## src/logic/msh_pkg.sv

```systemverilog
// Shared constants and types of the multiplier based shifter pair.
package msh_pkg;

    localparam int A_W    = 25;
    localparam int B_W    = 18;
    localparam int M_W    = 43;
    localparam int P_W    = 48;
    localparam int XYZ_W  = 7;
    localparam int ALU_W  = 4;
    localparam int CSEL_W = 3;
    localparam int K_W    = 5;
    localparam int NSLICE = 2;
    localparam int B_MSB  = 17;
    localparam int ROT_W  = 18;

    ////////////////////////////////////////////////////////////////////////
    localparam logic [K_W-1:0] K_MAX      = 5'h11;
    localparam int             CASC_SHIFT = 18;
    localparam int             OUT_LAT    = 6;
    localparam int             MODE_LAT   = 4;

    ////////////////////////////////////////////////////////////////////////
    localparam logic [ALU_W-1:0] ALU_ADD    = 4'h0;
    localparam logic [ALU_W-1:0] ALU_NZADD  = 4'h1;
    localparam logic [ALU_W-1:0] ALU_NOTADD = 4'h2;
    localparam logic [ALU_W-1:0] ALU_SUB    = 4'h3;
    localparam logic [ALU_W-1:0] ALU_XOR    = 4'h4;
    localparam logic [ALU_W-1:0] ALU_AND    = 4'hC;
    localparam logic [ALU_W-1:0] ALU_OR     = 4'hE;

    localparam logic [1:0] XM_ZERO = 2'h0;
    localparam logic [1:0] XM_MULT = 2'h1;
    localparam logic [1:0] XM_P    = 2'h2;
    localparam logic [1:0] XM_AB   = 2'h3;
    localparam logic [1:0] YM_ZERO = 2'h0;
    localparam logic [1:0] YM_MULT = 2'h1;
    localparam logic [1:0] YM_ONES = 2'h2;
    localparam logic [1:0] YM_C    = 2'h3;
    localparam logic [2:0] ZM_ZERO = 3'h0;
    localparam logic [2:0] ZM_CASC = 3'h1;
    localparam logic [2:0] ZM_P    = 3'h2;
    localparam logic [2:0] ZM_C    = 3'h3;
    localparam logic [2:0] ZM_CSH  = 3'h5;
    localparam logic [2:0] ZM_PSH  = 3'h6;

    localparam logic [CSEL_W-1:0] CS_FABRIC = 3'h0;
    localparam logic [CSEL_W-1:0] CS_PSIGN  = 3'h1;

    localparam logic [XYZ_W-1:0] XYZ_MULT      = 7'h05;
    localparam logic [XYZ_W-1:0] XYZ_MULT_CASC = 7'h55;

    typedef enum logic [1:0]
    {
        SH_ARITH   = 2'h0,
        SH_LOGIC   = 2'h1,
        SH_REVERSE = 2'h3,
        SH_ROTATE  = 2'h2
    } msh_mode_type;

endpackage

```

## src/logic/msh_link_if.sv

```systemverilog
// Link between the fabric control logic and the two shifter slices.
`timescale 1ns/1ps
interface msh_link_if;
    logic                                    ce;
    logic                                    resultClear;
    logic [msh_pkg::A_W-1:0]                 aOperand;
    logic [msh_pkg::B_W-1:0]                 bOperand;
    logic [msh_pkg::P_W-1:0]                 cOperand;
    logic [msh_pkg::A_W-1:0]                 aCascadeIn;
    logic [msh_pkg::B_W-1:0]                 bCascadeIn;
    logic [1:0]                              aFromCascade;
    logic [1:0]                              bFromCascade;
    logic [1:0][msh_pkg::XYZ_W-1:0]          xyzMuxSelect;
    logic [1:0][msh_pkg::ALU_W-1:0]          aluFunctionSelect;
    logic [1:0][msh_pkg::CSEL_W-1:0]         carrySourceSelect;
    logic [1:0]                              carryIn;
    logic [1:0][msh_pkg::P_W-1:0]            result;
    logic [msh_pkg::B_W-1:0]                 bCascadeOut;
    logic [msh_pkg::P_W-1:0]                 resultCascadeOut;

    modport slice
    (
        input  ce, resultClear, aOperand, bOperand, cOperand,
        input  aCascadeIn, bCascadeIn, aFromCascade, bFromCascade,
        input  xyzMuxSelect, aluFunctionSelect, carrySourceSelect, carryIn,
        output result, bCascadeOut, resultCascadeOut
    );

    modport fabric
    (
        output ce, resultClear, aOperand, bOperand, cOperand,
        output aCascadeIn, bCascadeIn, aFromCascade, bFromCascade,
        output xyzMuxSelect, aluFunctionSelect, carrySourceSelect, carryIn,
        input  result, bCascadeOut, resultCascadeOut
    );
endinterface

```

## src/logic/msh_slice_pair.sv

```systemverilog
// Device end: two cascaded pipelined multiply and add/logic slices.
// Contract
// - Clock enable high before edge to sample.
// - C operand sampled one edge after A/B; here C is registered on the same edge as A/B.
// - Result appears after third edge.
// - Reset clears result register synchronously.
// - A/B source: fabric or cascade, per operand.
// - Fields pick muxes, ALU function, carry.
// - Control fields may change every cycle.
// - Product by two-power-K shifts left K.
// - Operand up to 25 bits, K at most 17.
// - Product low 18 bits hold left shift.
// - Bits 35..18 hold arithmetic right shift.
// - 25-bit: left 24..0, right 42..18.
// - Zero padding gives logical right shift.
// - Bit reversal gives unsigned right shift.
// - Subtract when shift code MSB set.
// - Function select delayed by two registers.
// - Barrel rotates; MSB bits wrap to LSB.
// - Fabric converts K to one-hot code.
// - First slice cascades B and result onward.
// - Function low bits follow registered code MSB.
// - Second slice adds product to shifted cascade.
`timescale 1ns/1ps
module msh_slice_pair
(
    input  wire logic clk,
    input  wire logic rst_n,
    msh_link_if.slice lnk
);
    import msh_pkg::*;

    typedef struct packed
    {
        logic [NSLICE-1:0][A_W-1:0]    a;
        logic [NSLICE-1:0][B_W-1:0]    b;
        logic [NSLICE-1:0][M_W-1:0]    m;
        logic [NSLICE-1:0][P_W-1:0]    c;
        logic [NSLICE-1:0][XYZ_W-1:0]  xyz;
        logic [NSLICE-1:0][ALU_W-1:0]  alu;
        logic [NSLICE-1:0][CSEL_W-1:0] csel;
        logic [NSLICE-1:0]             cin;
        logic [NSLICE-1:0][P_W-1:0]    p;
    } msh_slice_state_type;

    msh_slice_state_type s_q;
    msh_slice_state_type s_d;

    ////////////////////////////////////////////////////////////////////////
    function automatic logic [P_W-1:0] alu_op
    (
        logic [P_W-1:0]   x,
        logic [P_W-1:0]   y,
        logic [P_W-1:0]   z,
        logic             ci,
        logic [ALU_W-1:0] f
    );
        logic [P_W-1:0] xy;
        logic [P_W-1:0] r;
        xy = x + y + {{(P_W-1){1'b0}}, ci};
        // A code with no listed meaning falls back to the plain sum.
        case (f)
            ALU_ADD:    r = z + xy;
            ALU_NZADD:  r = ~z + xy;
            ALU_NOTADD: r = ~(z + xy);
            ALU_SUB:    r = z - xy;
            ALU_XOR:    r = x ^ z;
            ALU_AND:    r = x & z;
            ALU_OR:     r = x | z;
            default:    r = z + xy;
        endcase
        return r;
    endfunction

    function automatic logic [P_W-1:0] prod_ext(logic [M_W-1:0] m);
        return {{(P_W-M_W){m[M_W-1]}}, m};
    endfunction

    function automatic logic [P_W-1:0] casc_shift(logic [P_W-1:0] v);
        return P_W'($signed(v) >>> CASC_SHIFT);
    endfunction

    // Both operands widen to the product width first, because a plain
    // signed multiply is only as wide as its wider operand.
    function automatic logic [M_W-1:0] mul_ext
    (
        logic [A_W-1:0] a,
        logic [B_W-1:0] b
    );
        logic signed [M_W-1:0] aw;
        logic signed [M_W-1:0] bw;
        aw = M_W'($signed(a));
        bw = M_W'($signed(b));
        return aw * bw;
    endfunction

    function automatic logic carry_pick
    (
        logic [CSEL_W-1:0] sel,
        logic              pSign,
        logic              fabricCarry
    );
        return (sel == CS_PSIGN) ? ~pSign : fabricCarry;
    endfunction

    function automatic logic [P_W-1:0] z_pick
    (
        logic [2:0]     code,
        logic [P_W-1:0] cascV,
        logic [P_W-1:0] pV,
        logic [P_W-1:0] cV
    );
        logic [P_W-1:0] r;
        r = '0;
        case (code)
            ZM_ZERO: r = '0;
            ZM_CASC: r = cascV;
            ZM_P:    r = pV;
            ZM_C:    r = cV;
            ZM_CSH:  r = casc_shift(cascV);
            ZM_PSH:  r = casc_shift(pV);
            default: r = '0;
        endcase
        return r;
    endfunction

    ////////////////////////////////////////////////////////////////////////
    logic [P_W-1:0]  xv;
    logic [P_W-1:0]  yv;
    logic [P_W-1:0]  zv;
    logic [P_W-1:0]  casc;
    logic            ci;
    logic [A_W-1:0]  aSrc;
    logic [B_W-1:0]  bSrc;
    logic [A_W-1:0]  aCasc;
    logic [B_W-1:0]  bCasc;

    always_comb
    begin
        s_d   = s_q;
        xv    = '0;
        yv    = '0;
        zv    = '0;
        casc  = '0;
        ci    = 1'b0;
        aSrc  = '0;
        bSrc  = '0;
        aCasc = '0;
        bCasc = '0;
        for (int i = 0; i < NSLICE; i++)
        begin
            // Slice 1 takes its cascade from slice 0's input registers.
            aCasc = (i == 0) ? lnk.aCascadeIn : s_q.a[0];
            bCasc = (i == 0) ? lnk.bCascadeIn : s_q.b[0];
            aSrc  = lnk.aFromCascade[i] ? aCasc : lnk.aOperand;
            bSrc  = lnk.bFromCascade[i] ? bCasc : lnk.bOperand;
            casc  = (i == 0) ? '0 : s_q.p[0];
            unique case (s_q.xyz[i][1:0])
                XM_ZERO: xv = '0;
                // Both partial products ride on X, so Y adds nothing.
                XM_MULT: xv = prod_ext(s_q.m[i]);
                XM_P:    xv = s_q.p[i];
                XM_AB:   xv = P_W'({s_q.a[i], s_q.b[i]});
            endcase
            unique case (s_q.xyz[i][3:2])
                YM_ZERO: yv = '0;
                YM_MULT: yv = '0;
                YM_ONES: yv = '1;
                YM_C:    yv = s_q.c[i];
            endcase
            zv = z_pick(s_q.xyz[i][6:4], casc, s_q.p[i], s_q.c[i]);
            ci = carry_pick(s_q.csel[i], s_q.p[i][P_W-1],
                            s_q.cin[i]);
            if (lnk.ce)
            begin
                s_d.a[i]    = aSrc;
                s_d.b[i]    = bSrc;
                // Product bits hold K-left and 18-K-right shifts at once.
                s_d.m[i]    = mul_ext(s_q.a[i], s_q.b[i]);
                s_d.c[i]    = lnk.cOperand;
                s_d.xyz[i]  = lnk.xyzMuxSelect[i];
                s_d.alu[i]  = lnk.aluFunctionSelect[i];
                s_d.csel[i] = lnk.carrySourceSelect[i];
                s_d.cin[i]  = lnk.carryIn[i];
                s_d.p[i]    = alu_op(xv, yv, zv, ci, s_q.alu[i]);
            end
            if (lnk.resultClear)
            begin
                s_d.p[i] = '0;
            end
        end
    end

    always_ff @(posedge clk)
    begin
        if (!rst_n)
        begin
            s_q <= '0;
        end
        else
        begin
            s_q <= s_d;
        end
    end

    ////////////////////////////////////////////////////////////////////////
    // Left result in P[24:0], right in P[42:18] of slice 0.
    assign lnk.result           = s_q.p;
    assign lnk.bCascadeOut      = s_q.b[0];
    assign lnk.resultCascadeOut = s_q.p[NSLICE-1];

endmodule

```

## src/flat_wrapper.sv

```systemverilog
// flat-port wrapper written by rule: the top's interface ports become plain ports
module msh_slice_pair_flat import msh_pkg::*;
  (clk, rst_n, lnk_ce, lnk_resultClear, lnk_aOperand, lnk_bOperand, lnk_cOperand, lnk_aCascadeIn, lnk_bCascadeIn, lnk_aFromCascade, lnk_bFromCascade, lnk_xyzMuxSelect, lnk_aluFunctionSelect, lnk_carrySourceSelect, lnk_carryIn, lnk_result, lnk_bCascadeOut, lnk_resultCascadeOut);
  msh_link_if lnk_i ();
  input  wire logic clk;
  input  wire logic rst_n;
  input wire logic [$bits(lnk_i.ce)-1:0] lnk_ce;
  input wire logic [$bits(lnk_i.resultClear)-1:0] lnk_resultClear;
  input wire logic [$bits(lnk_i.aOperand)-1:0] lnk_aOperand;
  input wire logic [$bits(lnk_i.bOperand)-1:0] lnk_bOperand;
  input wire logic [$bits(lnk_i.cOperand)-1:0] lnk_cOperand;
  input wire logic [$bits(lnk_i.aCascadeIn)-1:0] lnk_aCascadeIn;
  input wire logic [$bits(lnk_i.bCascadeIn)-1:0] lnk_bCascadeIn;
  input wire logic [$bits(lnk_i.aFromCascade)-1:0] lnk_aFromCascade;
  input wire logic [$bits(lnk_i.bFromCascade)-1:0] lnk_bFromCascade;
  input wire logic [$bits(lnk_i.xyzMuxSelect)-1:0] lnk_xyzMuxSelect;
  input wire logic [$bits(lnk_i.aluFunctionSelect)-1:0] lnk_aluFunctionSelect;
  input wire logic [$bits(lnk_i.carrySourceSelect)-1:0] lnk_carrySourceSelect;
  input wire logic [$bits(lnk_i.carryIn)-1:0] lnk_carryIn;
  output wire logic [$bits(lnk_i.result)-1:0] lnk_result;
  output wire logic [$bits(lnk_i.bCascadeOut)-1:0] lnk_bCascadeOut;
  output wire logic [$bits(lnk_i.resultCascadeOut)-1:0] lnk_resultCascadeOut;
  assign lnk_i.ce = lnk_ce;
  assign lnk_i.resultClear = lnk_resultClear;
  assign lnk_i.aOperand = lnk_aOperand;
  assign lnk_i.bOperand = lnk_bOperand;
  assign lnk_i.cOperand = lnk_cOperand;
  assign lnk_i.aCascadeIn = lnk_aCascadeIn;
  assign lnk_i.bCascadeIn = lnk_bCascadeIn;
  assign lnk_i.aFromCascade = lnk_aFromCascade;
  assign lnk_i.bFromCascade = lnk_bFromCascade;
  assign lnk_i.xyzMuxSelect = lnk_xyzMuxSelect;
  assign lnk_i.aluFunctionSelect = lnk_aluFunctionSelect;
  assign lnk_i.carrySourceSelect = lnk_carrySourceSelect;
  assign lnk_i.carryIn = lnk_carryIn;
  assign lnk_result = lnk_i.result;
  assign lnk_bCascadeOut = lnk_i.bCascadeOut;
  assign lnk_resultCascadeOut = lnk_i.resultCascadeOut;
  msh_slice_pair u_core (.clk(clk), .rst_n(rst_n), .lnk(lnk_i));
endmodule
```

## config.mk

```make
export PLATFORM = sky130hd
export DESIGN_NAME = msh_slice_pair_flat
export DESIGN_NICKNAME = d
export VERILOG_FILES = /design/src/logic/msh_pkg.sv /design/src/logic/msh_link_if.sv /design/src/logic/msh_slice_pair.sv /design/src/flat_wrapper.sv
export SDC_FILE = /design/constraint.sdc
export NUM_CORES = 2
export LEC_CHECK = 0
export BUFFER_PORTS_ARGS = -buffer_cell sky130_fd_sc_hd__clkbuf_2
export CAP_MARGIN = 20
export CORE_UTILIZATION = 50
export DETAILED_ROUTE_END_ITERATION = 8
export PLACE_DENSITY_LB_ADDON = 0.05
export SYNTH_ARGS = -nofsm -noshare
export SYNTH_HDL_FRONTEND = slang
export SYNTH_SLANG_ARGS = --single-unit
export TNS_END_PERCENT = 10
```

## constraint.sdc

```tcl
create_clock -name clk -period 10.1 [get_ports clk]
set_clock_uncertainty 0.05 [all_clocks]
set_input_delay 0.505 -clock clk [delete_from_list [all_inputs] [get_ports clk]]
set_output_delay 0.505 -clock clk [all_outputs]
set_load 0.05 [all_outputs]
```

### Word level (Yosys, flattened, before mapping)

Index checks and enable logic that the tools add are counted.

* $add $sub $neg: 10
* multipliers: 2
* div/mod/pow operators: 0
* order comparisons: 0
* equal/unequal tests: 34
* shift operators: 0
* muxes and demuxes: 14
* bitwise logic cells: 13
* reductions and logical operators: 7

Operators by type and width (number)
* 48-bit case mux with 6 select lines: 2
* 48-bit case mux with 3 select lines: 3
* 48-bit case mux with 4 select lines: 2
* 48-bit adder: 6
* 48-bit case mux with 5 select lines: 1
* 48-bit inverter: 4
* 48-bit by 1-bit adder with 48-bit output: 2
* 48-bit AND: 2
* 48-bit bitwise OR: 2
* 48-bit subtractor: 2
* 48-bit bitwise XOR: 2
* 25-bit by 18-bit multiplier with 43-bit output: 2
* 25-bit 2-to-1 mux: 2
* 18-bit 2-to-1 mux: 2
* 2-bit == test (second input constant): 8
* 4-bit by 2-bit == test with 1-bit output (second input constant): 4
* 4-bit == test (second input constant): 4
* 3-bit by 2-bit == test with 1-bit output (second input constant): 4
* 3-bit by 1-bit == test with 1-bit output (second input constant): 3
* 3-bit == test (second input constant): 3
* 2-bit by 1-bit == test with 1-bit output (second input constant): 4
* 4-bit by 1-bit == test with 1-bit output (second input constant): 2
* 4-bit by 3-bit == test with 1-bit output (second input constant): 2
* 2-bit logical NOT: 4
* other kinds (3): 8

* register bits: 346
* bits in latches: 0
* bits in writable memories: 0
* ROM bits: 0
* bits of input ports: 172
* output and inout port bits: 162
* word-level logic and storage cells: 96
* memories: 0

### Longest topological paths before layout

* word-level depth: 8
* depth in mapped cells: 34
* gate-level depth less buffers: 31

### Least setup slack after synthesis

Ideal clock, no wire load.

* path kind: reg2reg
* start point: register u_core.s_q[120] in the netlist's numbering
* end point: register u_core.s_q, in the netlist u_core.lnk.resultCascadeOut[45]
* library setup time: 0.134 ns
* arrival time: 7.186 ns
* setup slack: 2.730 ns
* cell stages (with the launch flop): 33
* path buffers: 2
* cells stage by stage: dfxtp_1 > clkbuf_1 > clkbuf_1 > mux2_2 > a22o_1 > fa_1 > inv_1 > fa_1 > nor2b_1 > o2111ai_1 > a31oi_1 > a221o_1 > a31o_2 > a31o_2 > a21o_1 > a21o_1 > a311o_1 > a21oi_1 > o21ai_1 > xor2_1 > ha_1 > clkinv_1 > a21oi_1 > o21bai_1 > a21oi_1 > o31a_1 > o21bai_1 > o31ai_4 > a311oi_2 > o31ai_4 > xor2_1 > a221oi_1 > a211oi_1

* word-level cells in the longest chain between the ends: 7
* elaborated cells on any way between the ends: 15
* those cells by class: 5 x add/sub; 3 x eq/ne; 2 x mux; 4 x bitwise; 1 x reduce/logical

RTL lines
* from (decl): RTL line msh_slice_pair.sv:46 `msh_slice_state_type s_q;`
* from (signal assigned): RTL line msh_slice_pair.sv:198 `s_q <= '0;`
* from (signal assigned): RTL line msh_slice_pair.sv:202 `s_q <= s_d;`
* 2-bit == test (tied with other cells): RTL line msh_slice_pair.sv:158 `unique case (s_q.xyz[i][1:0])`
* 48-bit case mux with 4 select lines (*): RTL line msh_slice_pair.sv:158
* 48-bit adder: RTL line msh_slice_pair.sv:60 `xy = x + y + {{(P_W-1){1'b0}}, ci};`
* 48-bit by 1-bit adder with 48-bit output: RTL line msh_slice_pair.sv:60
* 48-bit adder: RTL line msh_slice_pair.sv:63, msh_slice_pair.sv:65, msh_slice_pair.sv:70
* 48-bit inverter: RTL line msh_slice_pair.sv:65 `ALU_NOTADD: r = ~(z + xy);`
* 48-bit case mux with 6 select lines (*): RTL line msh_slice_pair.sv:62 `case (f)`

Mark *: on every way between the ends. The rest lies on a longest branch, timed or not.
A chain may end at the register's enable or synchronous reset.

### Final worst setup path

* start point: register u_core.s_q[120] in the netlist's numbering
* end point: register u_core.s_q, in the netlist u_core.lnk.resultCascadeOut[47]

Same word-level chain as after synthesis.

==> reports/summary.json <==
{
  "status": "finished with violations",
  "violations_in_the_final_reports": "design-rule violations",
  "synth_compound_gate_area_share_pct": 21.5,
  "critPathSlowestCell": "a311oi_2",
  "hpwl_um": 250000,
  "io_buffers": 333,
  "mappedNetlistNets": 11580,
  "crit_path_max_incr_delay_ns": 0.66,
  "netlist_area_um2": 78000,
  "synth_simple_gate_area_share_pct": 14.4,
  "root_buffer_cell": "clkbuf_16",
  "critical_path_required_ns": 10.66,
  "detail_route.wl_per_cell_um": 27.6,
  "endpoint_of_the_worst_hold_path": "u_core.s_q[168]",
  "number_of_iterations_in_the_first_detailed_routing_pass": 9,
  "timing.final.crit_share_pct": 84.5,
  "synth.yosys.seq_area_share_pct": 8.88,
  "drv.max_cap_violation_count": 0,
  "setup_repair_after_global_routing_missed_its_margin": "no",
  "setup.worst_path.start_class": "register",
  "cts.htree.levels": 2,
  "worst_ep_arrival_time_ns": 9.10,
  "slew-limit-headroom_pct": 9.81,
  "antenna_violations_before_repair": 9,
  "number_of_cells_on_the_worst_hold_path": 3,
  "die_y_um": 397,
  "synthTopCellsByArea": "fa_1 23%, ha_1 12%, dfxtp_1 8.9%",
  "grt_overflow_total": 0,
  "yosysWarningCount": 0,
  "grt_first_pass_wirelength_um": 472000,
  "synthesis_stage_register_bit_count": 346,
  "postCtsSetupRepairBufs": 0,
  "io-pin-count": 334,
  "netlist.top_cell.by_area": "fa_1",
  "count_of_distinct_cell_types_in_the_synthesized_netlist": 92,
  "yosys.cell_count.top_type": "inv_1",
  "layout-area-overhead-vs-synth_pct": 5.51,
  "power_density_nw_per_um2": 141,
  "synthXorXnorAreaFrac_pct": 3.57,
  "peakVddDrop_mv": 0.132,
  "synth_top_area_share_pct": 22.9,
  "floorplan.core_area_um2": 154000,
  "crit_path_end_kind": "register",
  "cts_num_sinks": 346,
  "floorplan.die_area_um2": 158000,
  "endpoint_of_the_worst_slack_reg_to_reg_timing_path": "u_core.lnk.resultCascadeOut[47]",
  "path_clk_slew_ns": 0.07,
  "timing.final.setup_violations": 0,
  "critical_path.max_fanout": 48,
  "vias_per_cell": 6.21,
  "tritoncts": "done",
  "worst_hold_start": "lnk_cOperand[42]",
  "yosys.area_share.adder_pct": 35.4,
  "post_synth_mux_area_share_pct": 5.35,
  "total_length_of_routed_wires_um": 321000,
  "hold_viol_final": 0,
  "hold_path_class": "primary input to register",
  "chipWidth_um": 397,
  "gp_congestion": 1.05,
  "route.vias.total": 72187,
  "rows": 144,
  "clk_latency_ns": 0.69,
  "drive_above_1_share_pct": 8.37,
  "power.leakage_nw": 38.8,
  "reg2reg_setup_slack_ns": 1.57,
  "initial_core_util_pct": 50.5,
  "worstSetupPathType": "register to register",
  "number_of_synthesized_flops_with_an_enable_pin": 0,
  "max_slew.worst_pin.slew_ns": 1.35,
  "max_freq_ghz": 0.117,
  "grt_max_degree": 192,
  "drt_iter0_drc": 8501,
  "synth_common_cells": "1320 x inv_1, 1058 x nand2_1, 892 x fa_1, 778 x ha_1, 641 x a21oi_1",
  "detail-route-antenna-nets": 0,
  "crit-reg2reg-launch": "u_core.s_q[120]",
  "worst_r2r_path_cells": 31,
  "syn-instance-count": 9738,
  "max_buffers_root_to_sink": 3,
  "drc_violation_count_after_routing": 18,
  "period_minus_slack_ns": 8.53,
  "synth-main-ff-cell": "dfxtp_1",
  "asyncSetResetFlopFracSynth_pct": 0,
  "stdcell_count": 11618,
  "place_inst": 11504,
  "synth.avg_cell_area_um2": 8.01,
  "tritoncts.num_buffers": 53,
  "final_net_count": 11368,
  "grt_pass1_vias": 70430,
  "report.final.slew_viol_count": 0,
  "groute.usage.overall_pct": 40.2,
  "synth_top_family_by_area": "adder cells",
  "setup-tns-final_ns": 0
}
==> timing repair <==
item                                   4_1_cts  5_1_grt
endpoints found under the hold margin        6        0
hold buffers                                 6        0
gates resized for setup                      0        0
==> where the power goes <==
group          leakage [nW]  switching [mW]  internal (mW)  total (mW)
Sequential             2.85           0.232           1.53        1.77
Combinational          35.1            4.88           2.83        7.71
Clock                 0.916           0.867           1.25        2.11
==> through the flow <==
| stage | total power, mW | instance area (um^2) | utilization [%] | hold WS [ns] | worst slack, ns |
|---|---|---|---|---|---|
| floorplan | 6.97 | 78000 | - | 0.390 | 2.73 |
| global placement | 9.24 | 80100 | 51.9 | 0.404 | 1.74 |
| detailed placement | 9.26 | 80300 | 52.0 | 0.416 | 1.80 |
| CTS | 11.5 | 82200 | 53.2 | 0.000234 | 1.77 |
| global route | 12.4 | 82300 | 53.3 | 0.0393 | 1.15 |
| finish | 11.6 | 82300 | 53.3 | 0.0313 | 1.57 |
==> layout make-up <==
type | count | area, um^2
sequential | 346 | 6940
tap | 2044 | 2560
clock buffer | 74 | 1550
timing repair buffer | 515 | 3270
inverter | 1339 | 5030
antenna | 5 | 12.5
clock inverter | 24 | 330
fill | 14981 | 72100
multi-input combinational | 7271 | 62600
==> layer usage <==
| metal | track usage, % | wire, um |
|---|---|---|
| met2 | 55.7 | 127000 |
| met5 | 0 | 28 |
| met4 | 14.9 | 13700 |
| met3 | 12.3 | 39800 |
| met1 | 57.9 | 140000 |
==> cells by family (layout without fill, tap and decap cells) <==
family          count (synthesis)  in the layout
flops                         346            346
mux                           404            404
other cells                     0              5
compound gates               2478           2478
fa+ha+maj                    1670           1670
buf+inv                      2121           1952
xor+xnor                      318            318
simple gates                 2401           2401
==> state kept, by name, summed over array words and instances, names as in the netlist <==
register                     flops
u_core.aCasc                    25
u_core.casc                     48
u_core.lnk.bCascadeOut          18
u_core.lnk.resultCascadeOut     48
u_core.s_q                     207
==> cells in the final DEF, fill, tap and decap left out, drive strengths merged, types with 245 or more instances in the layout <==
| cell type | Yosys | layout |
|---|---|---|
| ha | 778 | 778 |
| dfxtp | 346 | 346 |
| inv | 1331 | 1336 |
| o21ai | 495 | 495 |
| nor2 | 412 | 412 |
| a21oi | 643 | 643 |
| nand2 | 1058 | 1058 |
| mux2i | 297 | 297 |
| and2 | 291 | 291 |
| fa | 892 | 892 |
| clkbuf | 535 | 406 |
| xnor2 | 245 | 245 |
==> how the worst max path moves through the flow <==
| stage | startpoint | end | cells after the start |
|---|---|---|---|
| floorplan | u_core.s_q[120] | u_core.lnk.resultCascadeOut[45] | 32 |
| global placement | u_core.s_q[120] | u_core.lnk.resultCascadeOut[45] | 31 |
| detailed placement | u_core.s_q[120] | u_core.lnk.resultCascadeOut[47] | 31 |
| CTS | u_core.s_q[120] | u_core.lnk.resultCascadeOut[47] | 31 |
| global route | u_core.s_q[120] | u_core.lnk.resultCascadeOut[47] | 31 |
| finish | u_core.s_q[120] | u_core.lnk.resultCascadeOut[47] | 31 |
==> critical path: cells and delay by family, from the launching register on <==
| kind | cells | cell delay, ns |
|---|---|---|
| and+or+nand+nor | 2 | 0.21 |
| adders and majority gates | 3 | 1.29 |
| DFF | 1 | 0.39 |
| AOI/OAI and AO/OA | 21 | 5.39 |
| buffers and inverters | 3 | 0.76 |
| xor gates and xnor gates | 2 | 0.38 |
Note: power is estimated with default switching activity, not from simulation.
